--- src/design/di_decoder_params.svh ---
// Constants for the digital input terminal function decoder.
// Included by the decoder package and modules; no logic here.
`ifndef DI_DECODER_PARAMS_SVH
`define DI_DECODER_PARAMS_SVH

// Terminal function codes
`define FN_HOLD_FREQ     6'h15
`define FN_PID_PAUSE     6'h16
`define FN_SEQ_RESET     6'h17
`define FN_TORQUE_INH    6'h1D
`define FN_DC_BRAKE      6'h20
`define FN_EXT_FAULT_NC  6'h21
`define FN_FREQ_LOCK     6'h22
`define FN_PID_INVERT    6'h23
`define FN_PANEL_STOP    6'h24
`define FN_TO_COMM       6'h25
`define FN_INTEG_PAUSE   6'h26
`define FN_PRESET_X      6'h27
`define FN_PRESET_Y      6'h28
`define FN_PID_BANK      6'h2B
`define FN_USER_FAULT1   6'h2C
`define FN_USER_FAULT2   6'h2D
`define FN_MODE_TOGGLE   6'h2E
`define FN_EMERG_STOP    6'h2F
`define FN_DECEL4_STOP   6'h30
`define FN_DECEL_DC      6'h31
`define FN_CLR_RUNTIME   6'h32
`define FN_TRACK_STOP    6'h35

// Command source encodings
`define SRC_PANEL        2'h0
`define SRC_TERMINAL     2'h1
`define SRC_COMM         2'h2

// Bank selector value meaning switch by terminal
`define BANK_BY_TERMINAL 2'h1

// Field widths
`define CODE_W           6
`define NUM_TERMINALS    6

`endif

--- src/design/di_decoder_pkg.sv ---
// Types shared by the decoder modules.
// Assumes the constants header is on the include path.
`include "di_decoder_params.svh"

package di_decoder_pkg;

    // Control requests toward the drive core
    typedef struct packed {
        logic hold_freq;
        logic pid_pause;
        logic seq_reset;
        logic torque_inh;
        logic dc_brake;
        logic ext_fault;
        logic freq_lock;
        logic pid_invert;
        logic panel_stop;
        logic integ_pause;
        logic preset_x;
        logic preset_y;
        logic pid_bank;
        logic user_fault1;
        logic user_fault2;
        logic mode_toggle;
        logic emerg_stop;
        logic decel4_stop;
        logic decel_dc;
        logic track_stop;
    } req_t;

endpackage

--- src/design/term_sync_if.sv ---
// Interface carrying synchronised terminal levels and edges.
// Joins the input conditioner to the decoder top.
`timescale 1ns/10ps

interface term_sync_if #(
    parameter int N = 6
);
    logic [N-1:0] level;   // Stable terminal level
    logic [N-1:0] rise;    // One-cycle pulse on off-to-on change

    modport src (output level, output rise);
    modport dst (input level, input rise);
endinterface

--- src/design/term_sync.sv ---
// Terminal input conditioner: three-stage synchroniser per terminal.
// Assumes asynchronous contact levels; one clock domain.
`timescale 1ns/10ps

module term_sync #(
    parameter int N = 6
) (
    input  wire logic         clk_i,   // System clock
    input  wire logic         nrst_i,  // Async reset, active low
    input  wire logic [N-1:0] pin_i,   // Raw terminal levels
    term_sync_if.src          sync     // Conditioned levels and edges
);

    logic [N-1:0] s1;
    logic [N-1:0] s2;
    logic [N-1:0] s3;
    logic [N-1:0] level;

    // --------------------------------------------------------------
    // Synchroniser chain
    // --------------------------------------------------------------
    always_ff @(posedge clk_i or negedge nrst_i) begin
        if (!nrst_i) begin
            s1 <= '0;
            s2 <= '0;
            s3 <= '0;
        end else begin
            s1 <= pin_i;
            s2 <= s1;
            s3 <= s2;
        end
    end

    // Accept a change only once the second and third stages agree
    always_ff @(posedge clk_i or negedge nrst_i) begin
        if (!nrst_i) begin
            level <= '0;
        end else begin
            for (int i = 0; i < N; i++) begin
                if (s2[i] == s3[i]) begin
                    level[i] <= s3[i];
                end
            end
        end
    end

    // Edge pulse comes one cycle before the accepted level rises
    always_comb begin
        sync.rise = (s2 & s3) & ~level;
    end
    assign sync.level = level;

endmodule

--- src/design/di_terminal_function_decoder.sv ---
// Digital input terminal function decoder for a drive.
// Assumes contacts on pins, settings as static ports, one clock.
//
// Notes on behaviour
// - Code zero on a terminal gives no request.
// - Code 21 active holds output frequency; only stop still acts.
// - Code 22 active suspends PID frequency adjustment, keeps frequency.
// - Code 23 requests multi-step sequence reset on restart after pause.
// - Code 29 active inhibits torque control, forces speed mode.
// - Code 32 turning active enters DC braking at once.
// - Code 33 fault input asserted raises external fault and stops.
// - Code 34 active ignores all frequency modification requests.
// - Code 35 active inverts the configured PID direction.
// - Code 36 stops like panel stop key when panel is source.
// - Code 37 rising under terminal source switches to communication.
// - Code 38 active freezes PID integral; P and D keep working.
// - Codes 39 and 40 substitute preset frequency for X and Y.
// - Code 43 picks PID bank two when active, bank selector one.
// - Codes 44 and 45 raise user faults one and two.
// - Code 46 active selects opposite of configured control mode.
// - Code 47 requests minimum-time stop at current upper limit.
// - Code 48 decelerates to stop with time four, any source.
// - Code 49 decelerates to brake start frequency then DC brakes.
// - Code 50 clears running time when running-time settings allow.
// - Code 53 stops maximum power tracking, ordinary speed mode.
`timescale 1ns/10ps
`include "di_decoder_params.svh"

module di_terminal_function_decoder
    import di_decoder_pkg::*;
#(
    parameter int N = `NUM_TERMINALS
) (
    input  wire logic                   clk_i,              // Clock
    input  wire logic                   nrst_i,             // Reset, low
    input  wire logic [N-1:0]           term_i,             // Terminals
    input  wire logic [N*`CODE_W-1:0]   func_code_i,        // Codes
    input  wire logic [1:0]             cmd_source_i,       // Source now
    input  wire logic                   pid_direction_setting_i, // Dir
    input  wire logic [1:0]             pid_bank_switch_selector_i, // Sel
    input  wire logic                   control_mode_setting_i, // 1=torque
    input  wire logic                   running_time_enable_setting_i,
    input  wire logic                   running_time_counter_setting_i,
    output logic                        hold_freq_o,        // Hold freq
    output logic                        pid_pause_o,        // PID paused
    output logic                        seq_reset_o,        // Seq reset
    output logic                        speed_mode_force_o, // Speed only
    output logic                        dc_brake_o,         // DC brake now
    output logic                        external_fault_report_o, // Fault
    output logic                        stop_o,             // Stop request
    output logic                        freq_lock_o,        // No freq edit
    output logic                        pid_dir_o,          // PID dir
    output logic                        panel_stop_o,       // Panel stop
    output logic                        switch_to_comm_o,   // Pulse
    output logic                        integ_freeze_o,     // I frozen
    output logic                        preset_x_o,         // X preset
    output logic                        preset_y_o,         // Y preset
    output logic                        pid_bank_two_o,     // Bank two
    output logic                        user_fault_one_report_o, // UF1
    output logic                        user_fault_two_report_o, // UF2
    output logic                        torque_mode_o,      // Mode used
    output logic                        emerg_stop_o,       // Fast stop
    output logic                        decel4_stop_o,      // Time 4 stop
    output logic                        decel_dc_brake_o,   // Decel+brake
    output logic                        clr_runtime_o,      // Clear pulse
    output logic                        track_stop_o        // Tracking off
);

    // ----------------------------------------------------------------
    // Terminal conditioning
    // ----------------------------------------------------------------
    term_sync_if #(.N(N)) sync_bus ();

    term_sync #(.N(N)) u_sync (
        .clk_i  (clk_i),
        .nrst_i (nrst_i),
        .pin_i  (term_i),
        .sync   (sync_bus.src)
    );

    // ----------------------------------------------------------------
    // Decoding
    // ----------------------------------------------------------------

    // OR together every terminal whose code matches and whose flag is set
    function automatic logic any_match(
        input logic [N*`CODE_W-1:0] codes,
        input logic [N-1:0]         flags,
        input logic [`CODE_W-1:0]   code
    );
        logic hit;
        hit = 1'b0;
        for (int i = 0; i < N; i++) begin
            if (flags[i] && codes[i*`CODE_W +: `CODE_W] == code) begin
                hit = 1'b1;
            end
        end
        return hit;
    endfunction

    req_t lvl;
    logic rise_dc;
    logic rise_comm;
    logic rise_clr;

    // Level requests: codes 0 and undefined codes never match
    always_comb begin
        lvl = '0;
        lvl.hold_freq   = any_match(func_code_i, sync_bus.level,
                                    `FN_HOLD_FREQ);
        lvl.pid_pause   = any_match(func_code_i, sync_bus.level,
                                    `FN_PID_PAUSE);
        lvl.seq_reset   = any_match(func_code_i, sync_bus.level,
                                    `FN_SEQ_RESET);
        lvl.torque_inh  = any_match(func_code_i, sync_bus.level,
                                    `FN_TORQUE_INH);
        lvl.dc_brake    = any_match(func_code_i, sync_bus.level,
                                    `FN_DC_BRAKE);
        lvl.ext_fault   = any_match(func_code_i, sync_bus.level,
                                    `FN_EXT_FAULT_NC);
        lvl.freq_lock   = any_match(func_code_i, sync_bus.level,
                                    `FN_FREQ_LOCK);
        lvl.pid_invert  = any_match(func_code_i, sync_bus.level,
                                    `FN_PID_INVERT);
        lvl.panel_stop  = any_match(func_code_i, sync_bus.level,
                                    `FN_PANEL_STOP);
        lvl.integ_pause = any_match(func_code_i, sync_bus.level,
                                    `FN_INTEG_PAUSE);
        lvl.preset_x    = any_match(func_code_i, sync_bus.level,
                                    `FN_PRESET_X);
        lvl.preset_y    = any_match(func_code_i, sync_bus.level,
                                    `FN_PRESET_Y);
        lvl.pid_bank    = any_match(func_code_i, sync_bus.level,
                                    `FN_PID_BANK);
        lvl.user_fault1 = any_match(func_code_i, sync_bus.level,
                                    `FN_USER_FAULT1);
        lvl.user_fault2 = any_match(func_code_i, sync_bus.level,
                                    `FN_USER_FAULT2);
        lvl.mode_toggle = any_match(func_code_i, sync_bus.level,
                                    `FN_MODE_TOGGLE);
        lvl.emerg_stop  = any_match(func_code_i, sync_bus.level,
                                    `FN_EMERG_STOP);
        lvl.decel4_stop = any_match(func_code_i, sync_bus.level,
                                    `FN_DECEL4_STOP);
        lvl.decel_dc    = any_match(func_code_i, sync_bus.level,
                                    `FN_DECEL_DC);
        lvl.track_stop  = any_match(func_code_i, sync_bus.level,
                                    `FN_TRACK_STOP);
    end

    // Edge-triggered requests
    always_comb begin
        rise_dc   = any_match(func_code_i, sync_bus.rise, `FN_DC_BRAKE);
        rise_comm = any_match(func_code_i, sync_bus.rise, `FN_TO_COMM);
        rise_clr  = any_match(func_code_i, sync_bus.rise, `FN_CLR_RUNTIME);
    end

    // ----------------------------------------------------------------
    // Holding and PID requests
    // ----------------------------------------------------------------

    // Frequency hold, PID pause and frequency lock
    always_ff @(posedge clk_i or negedge nrst_i) begin
        if (!nrst_i) begin
            hold_freq_o    <= 1'b0;
            pid_pause_o    <= 1'b0;
            freq_lock_o    <= 1'b0;
            integ_freeze_o <= 1'b0;
            pid_dir_o      <= 1'b0;
            pid_bank_two_o <= 1'b0;
        end else begin
            hold_freq_o    <= lvl.hold_freq;
            pid_pause_o    <= lvl.pid_pause;
            freq_lock_o    <= lvl.freq_lock;
            integ_freeze_o <= lvl.integ_pause;
            pid_dir_o      <= pid_direction_setting_i
                              ^ lvl.pid_invert;
            pid_bank_two_o <= (pid_bank_switch_selector_i
                               == `BANK_BY_TERMINAL)
                              && lvl.pid_bank;
        end
    end

    // ----------------------------------------------------------------
    // Mode and source requests
    // ----------------------------------------------------------------

    // Control mode, presets, sequence reset and tracking stop
    always_ff @(posedge clk_i or negedge nrst_i) begin
        if (!nrst_i) begin
            speed_mode_force_o <= 1'b0;
            torque_mode_o      <= 1'b0;
            preset_x_o         <= 1'b0;
            preset_y_o         <= 1'b0;
            seq_reset_o        <= 1'b0;
            track_stop_o       <= 1'b0;
        end else begin
            speed_mode_force_o <= lvl.torque_inh
                                  | lvl.track_stop;
            // Inhibit and tracking stop win over the mode toggle
            torque_mode_o      <= (control_mode_setting_i
                                   ^ lvl.mode_toggle)
                                  & ~lvl.torque_inh
                                  & ~lvl.track_stop;
            preset_x_o         <= lvl.preset_x;
            preset_y_o         <= lvl.preset_y;
            seq_reset_o        <= lvl.seq_reset;
            track_stop_o       <= lvl.track_stop;
        end
    end

    // Switch to communication on a rising terminal under terminal source
    always_ff @(posedge clk_i or negedge nrst_i) begin
        if (!nrst_i) begin
            switch_to_comm_o <= 1'b0;
        end else begin
            switch_to_comm_o <= rise_comm
                && (cmd_source_i == `SRC_TERMINAL);
        end
    end

    // Runtime clear pulse, gated by both running-time settings
    always_ff @(posedge clk_i or negedge nrst_i) begin
        if (!nrst_i) begin
            clr_runtime_o <= 1'b0;
        end else begin
            clr_runtime_o <= rise_clr
                && running_time_enable_setting_i
                && running_time_counter_setting_i;
        end
    end

    // ----------------------------------------------------------------
    // Stop, brake and fault requests
    // ----------------------------------------------------------------

    // DC braking latches on the rising edge and holds while active
    always_ff @(posedge clk_i or negedge nrst_i) begin
        if (!nrst_i) begin
            dc_brake_o <= 1'b0;
        end else begin
            dc_brake_o <= rise_dc | lvl.dc_brake;
        end
    end

    // Faults and stop variants
    always_ff @(posedge clk_i or negedge nrst_i) begin
        if (!nrst_i) begin
            external_fault_report_o <= 1'b0;
            user_fault_one_report_o <= 1'b0;
            user_fault_two_report_o <= 1'b0;
            panel_stop_o            <= 1'b0;
            emerg_stop_o            <= 1'b0;
            decel4_stop_o           <= 1'b0;
            decel_dc_brake_o        <= 1'b0;
        end else begin
            external_fault_report_o <= lvl.ext_fault;
            user_fault_one_report_o <= lvl.user_fault1;
            user_fault_two_report_o <= lvl.user_fault2;
            panel_stop_o            <= lvl.panel_stop
                && (cmd_source_i == `SRC_PANEL);
            emerg_stop_o            <= lvl.emerg_stop;
            decel4_stop_o           <= lvl.decel4_stop;
            decel_dc_brake_o        <= lvl.decel_dc;
        end
    end

    // Combined stop request; a stop still acts during frequency hold
    always_ff @(posedge clk_i or negedge nrst_i) begin
        if (!nrst_i) begin
            stop_o <= 1'b0;
        end else begin
            stop_o <= lvl.ext_fault
                | (lvl.panel_stop
                   && (cmd_source_i == `SRC_PANEL))
                | lvl.emerg_stop
                | lvl.decel4_stop
                | lvl.decel_dc;
        end
    end

endmodule

--- config.mk ---
export PLATFORM = sky130hd
export DESIGN_NAME = di_terminal_function_decoder
export DESIGN_NICKNAME = d
export VERILOG_FILES = /design/src/design/di_decoder_pkg.sv /design/src/design/term_sync_if.sv /design/src/design/term_sync.sv /design/src/design/di_terminal_function_decoder.sv
export VERILOG_INCLUDE_DIRS = /design/src /design/src/design
export SDC_FILE = /design/constraint.sdc
export NUM_CORES = 1
export LEC_CHECK = 0
export ABC_AREA = 1
export BUFFER_PORTS_ARGS = -buffer_cell sky130_fd_sc_hd__buf_2
export CORE_ASPECT_RATIO = 1.1
export CORE_MARGIN = 2
export CORE_UTILIZATION = 49
export CTS_CLUSTER_SIZE = 24
export DETAILED_ROUTE_END_ITERATION = 10
export PLACE_DENSITY = 0.88
export SYNTH_ARGS = -nofsm -noshare
export SYNTH_HDL_FRONTEND = slang
export SYNTH_SLANG_ARGS = --single-unit
--- constraint.sdc ---
create_clock -name clk_i -period 1.12 [get_ports clk_i]
set_input_delay 0.056 -clock clk_i [delete_from_list [all_inputs] [get_ports clk_i]]
set_output_delay 0.056 -clock clk_i [all_outputs]
set_load 0.1 [all_outputs]
==> results of run 1 <==
where the power goes:
| part | total [mW] | switching [mW] | leakage (nW) | internal [mW] |
|---|---|---|---|---|
| Sequential | 1.93 | 0.119 | 0.585 | 1.81 |
| Clock | 1.36 | 0.626 | 0.0618 | 0.735 |
| Combinational | 1.66 | 1.02 | 1.93 | 0.640 |
placed cells by master, fill, tap and decap left out, types with 2 or more instances in the layout:
cell           netlist  routed
nand2_1            124     107
a22oi_2              0       2
dlygate4sd3_1        0      13
dfrtp_2              0       6
nand3_1             33      22
nor3_4               1       2
a31oi_1              3       2
clkbuf_8             0       6
buf_6                0      12
o21ai_1              3       3
nand3b_1             2       2
o22ai_1              4       3
buf_12               0      19
nor3_2               0       9
a21oi_1             15       8
nor2_2               5      28
inv_4                0       5
nand3_4              1       5
buf_4                0      48
buf_2                0      51
nand4_1             12      12
ha_2                 0       4
dfrtp_1             47      41
inv_1               56      48
nand2_2              7      19
a21oi_4              0       2
a21oi_2              0       5
inv_2               18      21
nor2_4               1       8
nand2_4              0       5
nand3_2              5      12
clkbuf_4             0       3
nor2_1             122      92
mux2_4               0       2
nor3_1              24      14
cell type report:
cell class,count,area [sq um]
Clock buffer,6,82.6
Clock inverter,2,38.8
Fill cell,425,1300
Inverter,74,290
Multi-Input combinational cell,379,2200
Sequential cell,47,1180
Tap cell,82,103
Timing Repair Buffer,146,1280
through the flow:
| stage | TNS [ns] | instance area [sq um] | power [mW] | hold WS (ns) |
|---|---|---|---|---|
| floorplan | 0 | 3220 | 2.61 | -0.240 |
| global placement | -2.23 | 4320 | 3.23 | -0.0115 |
| detailed placement | -2.60 | 4320 | 3.27 | -0.0131 |
| CTS | -1.56 | 4920 | 4.77 | 0.0124 |
| global route | -3.69 | 5180 | 5.12 | 0.0257 |
| finish | -2.31 | 5180 | 4.95 | 0.00788 |
how the worst max path moves through the flow:
stage | from | end | cells after the start
6_report | u_sync.sync.level[5]$_DFFE_PN0N_ | clr_runtime_o$_DFF_PN0_ | 7
5_1_grt | u_sync.sync.level[5]$_DFFE_PN0N_ | clr_runtime_o$_DFF_PN0_ | 7
4_1_cts | u_sync.sync.level[1]$_DFFE_PN0N_ | dc_brake_o$_DFF_PN0_ | 8
3_5_place_dp | u_sync.s3[5]$_DFF_PN0_ | dc_brake_o$_DFF_PN0_ | 7
3_3_place_gp | u_sync.s3[1]$_DFF_PN0_ | dc_brake_o$_DFF_PN0_ | 7
2_1_floorplan | u_sync.sync.level[0]$_DFFE_PN0N_ | stop_o$_DFF_PN0_ | 8
kinds of logic (layout without fill, tap and decap cells):
logic type | count (synthesis) | count (layout) | share of synthesized area (%)
compound gates | 34 | 34 | 6.25
fa+ha+maj | 6 | 6 | 2.33
buf+inv | 74 | 228 | 8.62
flops | 47 | 47 | 36.5
mux | 2 | 2 | 0.699
simple gates | 337 | 337 | 45.6
state kept, by name, indices dropped and copies added (netlist names), 6 cells and up:
signal	cells
u_sync.sync.level	6
u_sync.s1	6
u_sync.s3	6
u_sync.s2	6
routing by layer:
| metal | track usage [%] | vias up | share of wire, % |
|---|---|---|---|
| met5 | 0 | - | 0 |
| met4 | 17.4 | 0 | 5.2 |
| met3 | 4.04 | 59 | 6.8 |
| met2 | 55.4 | 234 | 50 |
| met1 | 40.9 | 1890 | 38 |
| li1 | - | 1901 | - |
repair_timing:
action,4_1_cts,5_1_grt
buffers inserted,9,8
pin swaps,44,43
endpoints found under the setup margin,26,28
gates resized for setup,83,63
hold buffers,13,0
endpoints found under the hold margin,41,0
worst reg2reg max path: stages (launching register included):
cell and delay, ns:
dfrtp_2 0.47, inv_1 0.12, nand2_1 0.08, inv_2 0.08
nand4_1 0.18, o21ai_1 0.13, inv_1 0.06, a21oi_1 0.15
==> summary.txt, run 1 <==
Synth
  • Ranking of synthesized cells by area: dfrtp_1 37%, nand2_1 14%, nor2_1 14%, inv_1 6.5%, nand3_1 5.1%
  • EDFF count, synth: 0
  • Fraction of registers with async set/reset: 100%
  • Most common cell in the synthesized netlist: nand2_1
  • Number of synthesized register bits: between 40 and 50
  • Post-synth top cells: 124 x nand2_1, 122 x nor2_1, 56 x inv_1, 47 x dfrtp_1, 33 x nand3_1
  • Mapped Cells: 500
  • Post-Syn Area: 3220 sq um
  • Post-synth top area share: roughly 37%
  • Syn Nets: 558
  • Seq/Total Area, Yosys: a little over a third
  • Cell taking the most area after synthesis: dfrtp_1
  • Syn_area_per_cell: 6.44 sq um
  • Ys flop type: dfrtp_1
  • Yosys warns: 0
  • Count of different cell masters after synthesis: 27

Timing
  • Highest clock rate: 738 MHz
  • Period minus WS final: 1.35 ns
  • Period utilization: 121%
  • Clock skew: 0.0132 ns
  • Worst slew margin: 68.5%
  • Least-Margin Pin Slew: about 0.47 ns
  • Max-slew violations: 0
  • Final-report setup violation count: 23
  • Final Worst Setup Slack: -0.235 ns
  • RSZ-0062 raised after global routing: yes
  • Final hold vios: 0

Global route
  • Number of global-route vias before repair: 3726
  • GRT overflow: 0
  • GRT Total Usage: 32.8%
  • Pin count of the biggest net entering global routing: 35
  • Initial antenna violation count: 0
  • First-pass GRT wire length: between 15 and 20 mm

Placement
  • Post-placement cell count: 702
  • Gpl congestion: between 1 and 1.5
  • Port Buffers: 74
  • Post-Place Setup Slack: -0.241 ns
  • Post-DP HPWL: 9.11 mm

Floorplan
  • Die height: 89.0 microns
  • Die area: 7240 sq um
  • Die width: just over 80 microns
  • Top Ports: 75
  • Initial Utilization: approximately half
  • Core area: around 6500 sq um
  • FP Rows: 31

Detailed routing
  • DRC Markers: 0
  • WL/cell: about 17 microns
  • Number of DRC violations after detailed-routing iteration 0: 358
  • Vias per cell: 5.55
  • Routed via count: 4084
  • Pre-Repair DR Iteration Count: 6
  • Antenna-violating nets left: 0
  • Final WL: around 12 mm

Run status
  • Failing checks: negative setup slack
  • Status: complete, but fails checks

Finish
  • Fin cells: 736
  • Layout area overhead: 60.8%
  • Finished Core Util: between 70% and 80%
  • Final net count: about 700
  • Layout cells sized above 1: 43.0%
  • Antenna diodes: 0

Power and ir drop
  • Pwr dens: 955 nW/um^2
  • P_leak: 2.58 nW
  • Peak supply drop: 0.803 mV

Critical path
  • CP delay by family, top: flip-flops
  • CP Max Fanout: 4
  • Most frequent CP cell: inv_1
  • Worst path slowest cell: dfrtp_2
  • Worst EP required: 1.34 ns
  • CP cell instances: inv_1 > nand2_1 > inv_2 > nand4_1 > o21ai_1 > inv_1 > a21oi_1
  • Worst EP arrival: 1.58 ns
  • Startpoint types: flop
  • Crit path largest cell delay: 0.47 ns
  • R2R Path End: clr_runtime_o$_DFF_PN0_
  • R2R cell count: 7
  • CP Capture Type: flop
  • WP buf/inv: 3
  • Reg-to-reg slack, setup: -0.23 ns
  • CP Class: reg -> reg
  • R2r startpoint: u_sync.sync.level[5]$_DFFE_PN0N_

CTS
  • Max clock buf depth: 2
  • H-tree depth: 2
  • Clock root cell: clkbuf_8
  • CTS Sinks: 47
  • Clock-pin slew on the worst setup and hold paths: ~0.10 ns
  • Worst-Skew Late Latency: about 0.31 ns
  • CTS tree: yes
  • Cts bufs inserted: 5

Worst hold path
  • Hold Path Origin: control_mode_setting_i
  • HP Class: in -> reg
  • Hold Path End: torque_mode_o$_DFF_PN0_
  • Hold path depth: 4

Flow run
  • Max-cap violations: 0
(Power assumes the default switching activity.)
==> inputs of run 2 (changes only) <==
--- a/config.mk
+++ b/config.mk
@@ -13,7 +13,9 @@
 export CORE_UTILIZATION = 49
 export CTS_CLUSTER_SIZE = 24
 export DETAILED_ROUTE_END_ITERATION = 10
-export PLACE_DENSITY = 0.88
+export GPL_TIMING_DRIVEN = 0
+export PLACE_DENSITY = 0.74
 export SYNTH_ARGS = -nofsm -noshare
 export SYNTH_HDL_FRONTEND = slang
+export SYNTH_HIERARCHICAL = 1
 export SYNTH_SLANG_ARGS = --single-unit
==> run 2 against run 1 <==
Effect of this change: the run ends with negative hold slack, negative setup slack left; routed wire length fell by 11%; synthesized cell count rose by 1.4%; combinational power fell by 23%.
==> summary.txt, run 2 <==
CTS
  • Clock root cell: clkbuf_8
  • CTS tree: yes
  • Cts bufs inserted: 5 (unchanged)
  • Clock-pin slew on the worst setup and hold paths: 0.11 ns (about the same)
  • CTS Sinks: 47 (unchanged)
  • H-tree depth: 2 (unchanged)
  • Worst-Skew Late Latency: 0.32 ns (about the same)
  • Max clock buf depth: 2 (unchanged)

Global route
  • GRT Total Usage: 29.6% (-3.2 points)
  • GRT overflow: 0 (unchanged)
  • Number of global-route vias before repair: 3452 (-7.4%)
  • Pin count of the biggest net entering global routing: 48 (+37%)
  • First-pass GRT wire length: 15.9 mm (-9.5%)
  • Initial antenna violation count: 0 (unchanged)

Power and ir drop
  • P_leak: 2.28 nW (-12%)
  • Comb pwr share: 29.5% (-4.1 points)
  • Internal Pwr Total: 2.67 mW (-16%)
  • Total Power: 4.33 mW (-13%)
  • Switch Pwr: 1.66 mW (-6.2%)
  • Pwr dens: 937 nW/um^2 (-1.9%)
  • Clk pwr share: 26.7% (-0.8 points)
  • Part of the power in registers: 43.8% (+4.9 points)
  • Peak supply drop: 0.783 mV (-2.6%)
  • Sw Ratio: 38.3% (+2.6 points)

Floorplan
  • FP Rows: 31 (unchanged)
  • Die height: 89.2 microns (+0.22%)
  • Top Ports: 75 (unchanged)
  • Die area: 7270 sq um (+0.44%)
  • Initial Utilization: 50.0% (+0.23 points)
  • Die width: 81.5 microns (+0.22%)
  • Core area: 6480 sq um (unchanged)

Timing
  • Final-report setup violation count: 19 (-17%)
  • Period utilization: 122% (+0.82 points)
  • Hold WS: -0.124 ns (-0.131 ns)
  • RSZ-0062 raised after global routing: yes
  • Final hold vios: 47 (+47)
  • Period minus WS final: 1.36 ns (+0.00921 ns)
  • Least-Margin Pin Slew: 1.02 ns (+0.547 ns)
  • Final Worst Setup Slack: -0.244 ns (-0.00921 ns)
  • Clock skew: 0.0118 ns (-0.00135 ns)
  • Max-slew violations: 0 (unchanged)
  • Highest clock rate: 733 MHz (-0.68%)
  • Worst slew margin: 32.2% (-36 points)

Synth
  • Post-Syn Area: 3240 sq um (+0.47%)
  • Ranking of synthesized cells by area: dfrtp_1 36%, nand2_1 16%, nor2_1 14%, inv_1 6.6%, nand3_1 5.6%
  • Post-synth top cells: 136 x nand2_1, 120 x nor2_1, 57 x inv_1, 47 x dfrtp_1, 36 x nand3_1
  • EDFF count, synth: 0 (unchanged)
  • Yosys warns: 6 (+6)
  • Count of different cell masters after synthesis: 30 (+11%)
  • Fraction of registers with async set/reset: 100% (unchanged)
  • Most common cell in the synthesized netlist: nand2_1
  • Ys flop type: dfrtp_1
  • Post-synth top area share: 36.3% (-0.17 points)
  • Syn Nets: 565 (+1.3%)
  • Seq/Total Area, Yosys: 36.3% (-0.17 points)
  • Cell taking the most area after synthesis: dfrtp_1
  • Mapped Cells: 507 (+1.4%)
  • Syn_area_per_cell: 6.38 sq um (-0.92%)
  • Number of synthesized register bits: 47 (unchanged)

Finish
  • Final net count: 679 (-4.5%)
  • Fillcell total: 562 (+32%)
  • Layout area overhead: 42.8%
  • Finished Core Util: 71.3% (-8.7 points)
  • Antenna diodes: 0 (unchanged)
  • Commonest non-fill, non-tap cell in the layout: nand2_1
  • Layout cells sized above 1: 37.5% (-5.5 points)
  • Final Instance Area: 4620 sq um (-11%)
  • Fin cells: 704 (-4.3%)
  • Most frequent cells in the layout: 123 x nand2_1, 90 x nor2_1, 51 x buf_2

Critical path
  • Startpoint types: flop
  • CP Class: reg -> reg
  • Worst EP arrival: 1.56 ns (-0.02 ns)
  • CP Capture Type: flop
  • Worst EP required: 1.31 ns (-0.03 ns)
  • CP Max Fanout: 2 (-2)

Detailed routing
  • Final WL: 10.9 mm (-11%)
  • Number of DRC violations after detailed-routing iteration 0: 263 (-27%)
  • WL/cell: 15.5 microns (-6.8%)
  • DRC Markers: 0 (unchanged)
  • Antenna-violating nets left: 0 (unchanged)
  • Pre-Repair DR Iteration Count: 5 (-1)
  • Vias per cell: 5.38 (-3.0%)
  • Routed via count: 3791 (-7.2%)

Placement
  • Post-placement cell count: 661 (-5.8%)
  • Gpl congestion: 0.938 (-9.7%)
  • Post-DP HPWL: 8.19 mm (-10%)
  • Placement Cell Area: 3710 sq um (-14%)
  • Port Buffers: 72 (-2.7%)

Flow run
  • Max-cap violations: 0 (unchanged)

Run status
  • Status: complete, but fails checks
  • Failing checks: negative hold slack, negative setup slack

Worst hold path
  • HP Class: in -> async
[run 2: cells by family after synthesis]
kind of cell	synth area share, %
compound gates	5.91
simple gates	46.9
buf+inv	8.54
fa+ha+maj	2.32
flops	36.3
[run 2: power groups by stage]
stage	sequential, mW	combinational [mW]	clock, mW
after floorplan	2.14	0.392	0
after global placement	1.90	0.959	0
after detailed placement	1.90	0.973	0
after CTS	1.89	1.15	1.16
after global routing	1.91	1.38	1.21
final	1.90	1.28	1.16
[run 2: through the flow]
step / setup slack [ns] / TNS [ns]
2_1_floorplan: -0.106 / -0.151
3_3_place_gp: -0.357 / -2.92
3_5_place_dp: -0.340 / -2.99
4_1_cts: -0.239 / -1.89
5_1_grt: -0.280 / -3.35
6_report: -0.244 / -2.17
[run 2: cell type report]
class	count	area [sq um]	area share, %
multi-input cells	387	2210	47.8
flip-flops and latches	47	1180	25.6
repair buffers	107	746	16.1
clock inverters	3	27.5	0.596
clock buffers	5	68.8	1.49
plain buffers	2	10.0	0.217
well taps	82	103	2.22
inverters	71	274	5.93
[run 2: final timing paths]
kind	from	endpoint	slack, ns	cells past startpoint
min reg2reg	u_sync/s1[3]$_DFF_PN0_	u_sync/s2[3]$_DFF_PN0_	0.36	0
min in group clk_i	func_code_i[21]	user_fault_one_report_o$_DFF_PN0_	0.03	3
max	u_sync/s2[3]$_DFF_PN0_	dc_brake_o$_DFF_PN0_	-0.24	8
max reg2reg	u_sync/s2[3]$_DFF_PN0_	dc_brake_o$_DFF_PN0_	-0.24	8
min	nrst_i	user_fault_one_report_o$_DFF_PN0_	-0.12	1
max in group asynchronous	nrst_i	u_sync/sync.level[2]$_DFFE_PN0N_	0.51	1
[run 2: per-layer routing]
metal  global-route usage (%)  vias up  part of all wire [%]
met4                     13.7        0                   3.5
met1                     35.2     1765                    40
met5                        0        -                     0
met2                     52.5      165                    50
li1                         -     1837                     -
met3                     3.94       24                   6.1
[run 2: worst max-delay path, cell delays in order, from the launching register on]
cell,delay [ns]
dfrtp_1,0.40
ha_2,0.19
inv_2,0.05
nor2_2,0.03
and3_4,0.18
nor2_1,0.08
nor2_1,0.05
nor3_2,0.14
nand3_1,0.12
[run 2: timing repair]
action	4_1_cts	5_1_grt
hold buffers	13	1
endpoints found under the setup margin	32	34
endpoints found under the hold margin	57	1
pin swaps	26	33
resized for setup	81	76
buffers inserted	15	7
==> inputs of run 3 (changes only) <==
--- a/config.mk
+++ b/config.mk
@@ -10,11 +10,11 @@
 export BUFFER_PORTS_ARGS = -buffer_cell sky130_fd_sc_hd__buf_2
 export CORE_ASPECT_RATIO = 1.1
 export CORE_MARGIN = 2
-export CORE_UTILIZATION = 49
+export CORE_UTILIZATION = 36
 export CTS_CLUSTER_SIZE = 24
 export DETAILED_ROUTE_END_ITERATION = 10
 export GPL_TIMING_DRIVEN = 0
-export PLACE_DENSITY = 0.74
+export PLACE_DENSITY = 0.56
 export SYNTH_ARGS = -nofsm -noshare
 export SYNTH_HDL_FRONTEND = slang
 export SYNTH_HIERARCHICAL = 1
==> run 3 against run 2 <==
Effect of this change: the run still ends with negative hold slack, negative setup slack left; die area up 34%; total power fell by 0.36%; register-to-register slack better by 0.07 ns; critical path depth unchanged; highest routed layer unchanged; fmax up 5.1%; sequential share of layout area shrank 0.23 points; worst hold slack better by 0.029 ns; core utilization down 18 points; first-iteration DRC count shrank 43%; clock skew increased by 0.0067 ns; sequential cell count did not move; sequential power hardly changed; largest power group unchanged.
==> summary.txt, run 3 (synthesized netlist as in run 2, its figures left out) <==
Critical path
  • Worst EP arrival: 1.50 ns (-0.06 ns)
  • CP cell instances: nand3_4 > inv_4 > nand2_2 > nand2_2 > nor2_1 > nand2_1 > nor2_1 > nand3_1
  • R2r startpoint: u_sync/sync.level[3]$_DFFE_PN0N_
  • CP delay by family, top: simple AND/OR/NAND/NOR gates
  • Reg-to-reg slack, setup: -0.18 ns (+0.07 ns)
  • CP Class: reg -> reg
  • Crit path largest cell delay: 0.46 ns (+0.06 ns)
  • CP Max Fanout: 7 (+5)
  • CP Capture Type: flop
  • CP endpoint: stop_o$_DFF_PN0_
  • Worst path slowest cell: dfrtp_2
  • Stages on worst setup path: 8 (unchanged)
  • R2R Path End: stop_o$_DFF_PN0_
  • Startpoint types: flop
  • Crit. Startpoint: u_sync/sync.level[3]$_DFFE_PN0N_
  • Worst EP required: 1.32 ns (about the same)
  • R2R cell count: 8 (unchanged)
  • WP buf/inv: 1 (unchanged)

Power and ir drop
  • P_leak: 2.28 nW (-0.12%)
  • Peak supply drop: 0.523 mV (-33%)
  • Total Power: 4.31 mW (-0.36%)
  • Pwr dens: 925 nW/um^2 (-1.3%)

Worst hold path
  • HP Class: in -> async

Detailed routing
  • Vias per cell: 4.94 (-8.3%)
  • Routed via count: 3630 (-4.2%)
  • Final WL: 11.1 mm (+2.0%)
  • Pre-Repair DR Iteration Count: 5 (unchanged)
  • Antenna-violating nets left: 0 (unchanged)
  • WL/cell: 15.2 microns (-2.3%)
  • DRC Markers: 0 (unchanged)
  • Number of DRC violations after detailed-routing iteration 0: 149 (-43%)

Finish
  • Layout cells sized above 1: 37.8% (+0.38 points)
  • Layout area overhead: 44.1%
  • Antenna diodes: 0 (unchanged)
  • Most frequent cells in the layout: 116 x nand2_1, 96 x nor2_1, 51 x buf_2
  • Final net count: 678 (-0.15%)
  • Commonest non-fill, non-tap cell in the layout: nand2_1

Flow run
  • Max-cap violations: 0 (unchanged)

Floorplan
  • Core area: 8780 sq um (+36%)
  • Die height: 103 microns (+16%)
  • FP Rows: 36 (+16%)
  • Top Ports: 75 (unchanged)
  • Die width: 94.4 microns (+16%)
  • Initial Utilization: 36.9% (-13 points)
  • Die area: 9770 sq um (+34%)

CTS
  • Max clock buf depth: 2 (unchanged)
  • Worst-Skew Late Latency: 0.32 ns (about the same)
  • H-tree depth: 2 (unchanged)
  • CTS tree: yes
  • Clock-pin slew on the worst setup and hold paths: 0.11 ns (about the same)
  • Cts bufs inserted: 5 (unchanged)
  • CTS Sinks: 47 (unchanged)
  • Clock root cell: clkbuf_8

Timing
  • Worst slew margin: 28.5% (-3.7 points)
  • Least-Margin Pin Slew: 1.07 ns (+0.0554 ns)
  • Highest clock rate: 771 MHz (+5.1%)
  • Period utilization: 116% (-5.9 points)
  • Final hold vios: 47 (unchanged)
  • Max-slew violations: 0 (unchanged)
  • Final-report setup violation count: 19 (unchanged)
  • RSZ-0062 raised after global routing: yes
  • Final Worst Setup Slack: -0.177 ns (+0.0666 ns)
  • Clock skew: 0.0185 ns (+0.00667 ns)
  • Hold WS: -0.0950 ns (+0.0286 ns)
  • Period minus WS final: 1.30 ns (-0.0666 ns)

Global route
  • Pin count of the biggest net entering global routing: 48 (unchanged)
  • First-pass GRT wire length: 17.1 mm (+7.0%)
  • Number of global-route vias before repair: 3362 (-2.6%)
  • GRT Total Usage: 23.3% (-6.2 points)
  • Initial antenna violation count: 0 (unchanged)
  • GRT overflow: 0 (unchanged)

Placement
  • Gpl congestion: 0.897 (-4.3%)
  • Post-DP HPWL: 8.78 mm (+7.2%)
  • Port Buffers: 72 (unchanged)
  • Post-Place Setup Slack: -0.299 ns (+0.0415 ns)

Run status
  • Status: complete, but fails checks
  • Failing checks: negative hold slack, negative setup slack
run 3: cell types whose count changed in the layout (fill, tap and decap cells not counted), moves of 3 or more:
cell      before  now
a21oi_2        6    3
buf_4         24   31
clkbuf_4      12    5
nand2_1      123  116
nand2_2       15   23
nand3_1       25   22
nor2_1        90   96
nor2_4        16   10
run 3: metal layers:
layer,share of wire [%],vias up,track usage [%]
li1,-,1828,-
met1,45,1679,30.9
met2,47,101,40.1
met3,4.1,22,2.83
met4,3.8,0,7.36
met5,0,-,0
run 3: worst min-delay path by stage:
stage                          from                                end  slack, ns  cells past startpoint
after floorplan              nrst_i            clr_runtime_o$_DFF_PN0_      -0.24                      0
after global placement    term_i[3]             u_sync/s1[3]$_DFF_PN0_       0.17                      1
after detailed placement  term_i[4]             u_sync/s1[4]$_DFF_PN0_       0.17                      1
after CTS                    nrst_i  user_fault_one_report_o$_DFF_PN0_      -0.04                      1
after global routing         nrst_i               preset_y_o$_DFF_PN0_       0.02                      1
final                        nrst_i               preset_y_o$_DFF_PN0_       -0.1                      1
run 3: stage by stage:
| stage | util [%] | std cells | cell area [sq um] | hold slack (ns) | TNS, ns |
|---|---|---|---|---|---|
| after global placement | 42.7 | 693 | 3750 | 0.166 | -3.30 |
| after detailed placement | 42.7 | 693 | 3750 | 0.166 | -3.18 |
| final | 53.1 | 735 | 4660 | -0.0950 | -1.87 |
| after CTS | 49.8 | 727 | 4370 | -0.0358 | -1.80 |
| after global routing | 53.1 | 735 | 4660 | 0.0215 | -3.22 |
| after floorplan | - | 507 | 3240 | -0.240 | -0.151 |
run 3: timing repair:
item	4_1_cts	5_1_grt
gates resized for setup	89	67
gates cloned	1	0
endpoints found under the setup margin	39	28
setup buffers	12	8
hold buffers	13	0
endpoints found under the hold margin	57	0
pin swaps	46	51
run 3: final cells by class:
cell class,count,area (sq um)
buffer,2,10.0
fill,894,4120
sequential,47,1180
inverter,71,279
multi-input combinational,388,2220
tap,114,143
clock buffer,6,82.6
timing repair buffer,105,724
clock inverter,2,16.3
run 3: power breakdown:
part / internal [mW] / switching (mW)
registers: 1.80 / 0.101
clock network: 0.506 / 0.663
logic: 0.389 / 0.855
total: 2.70 / 1.62
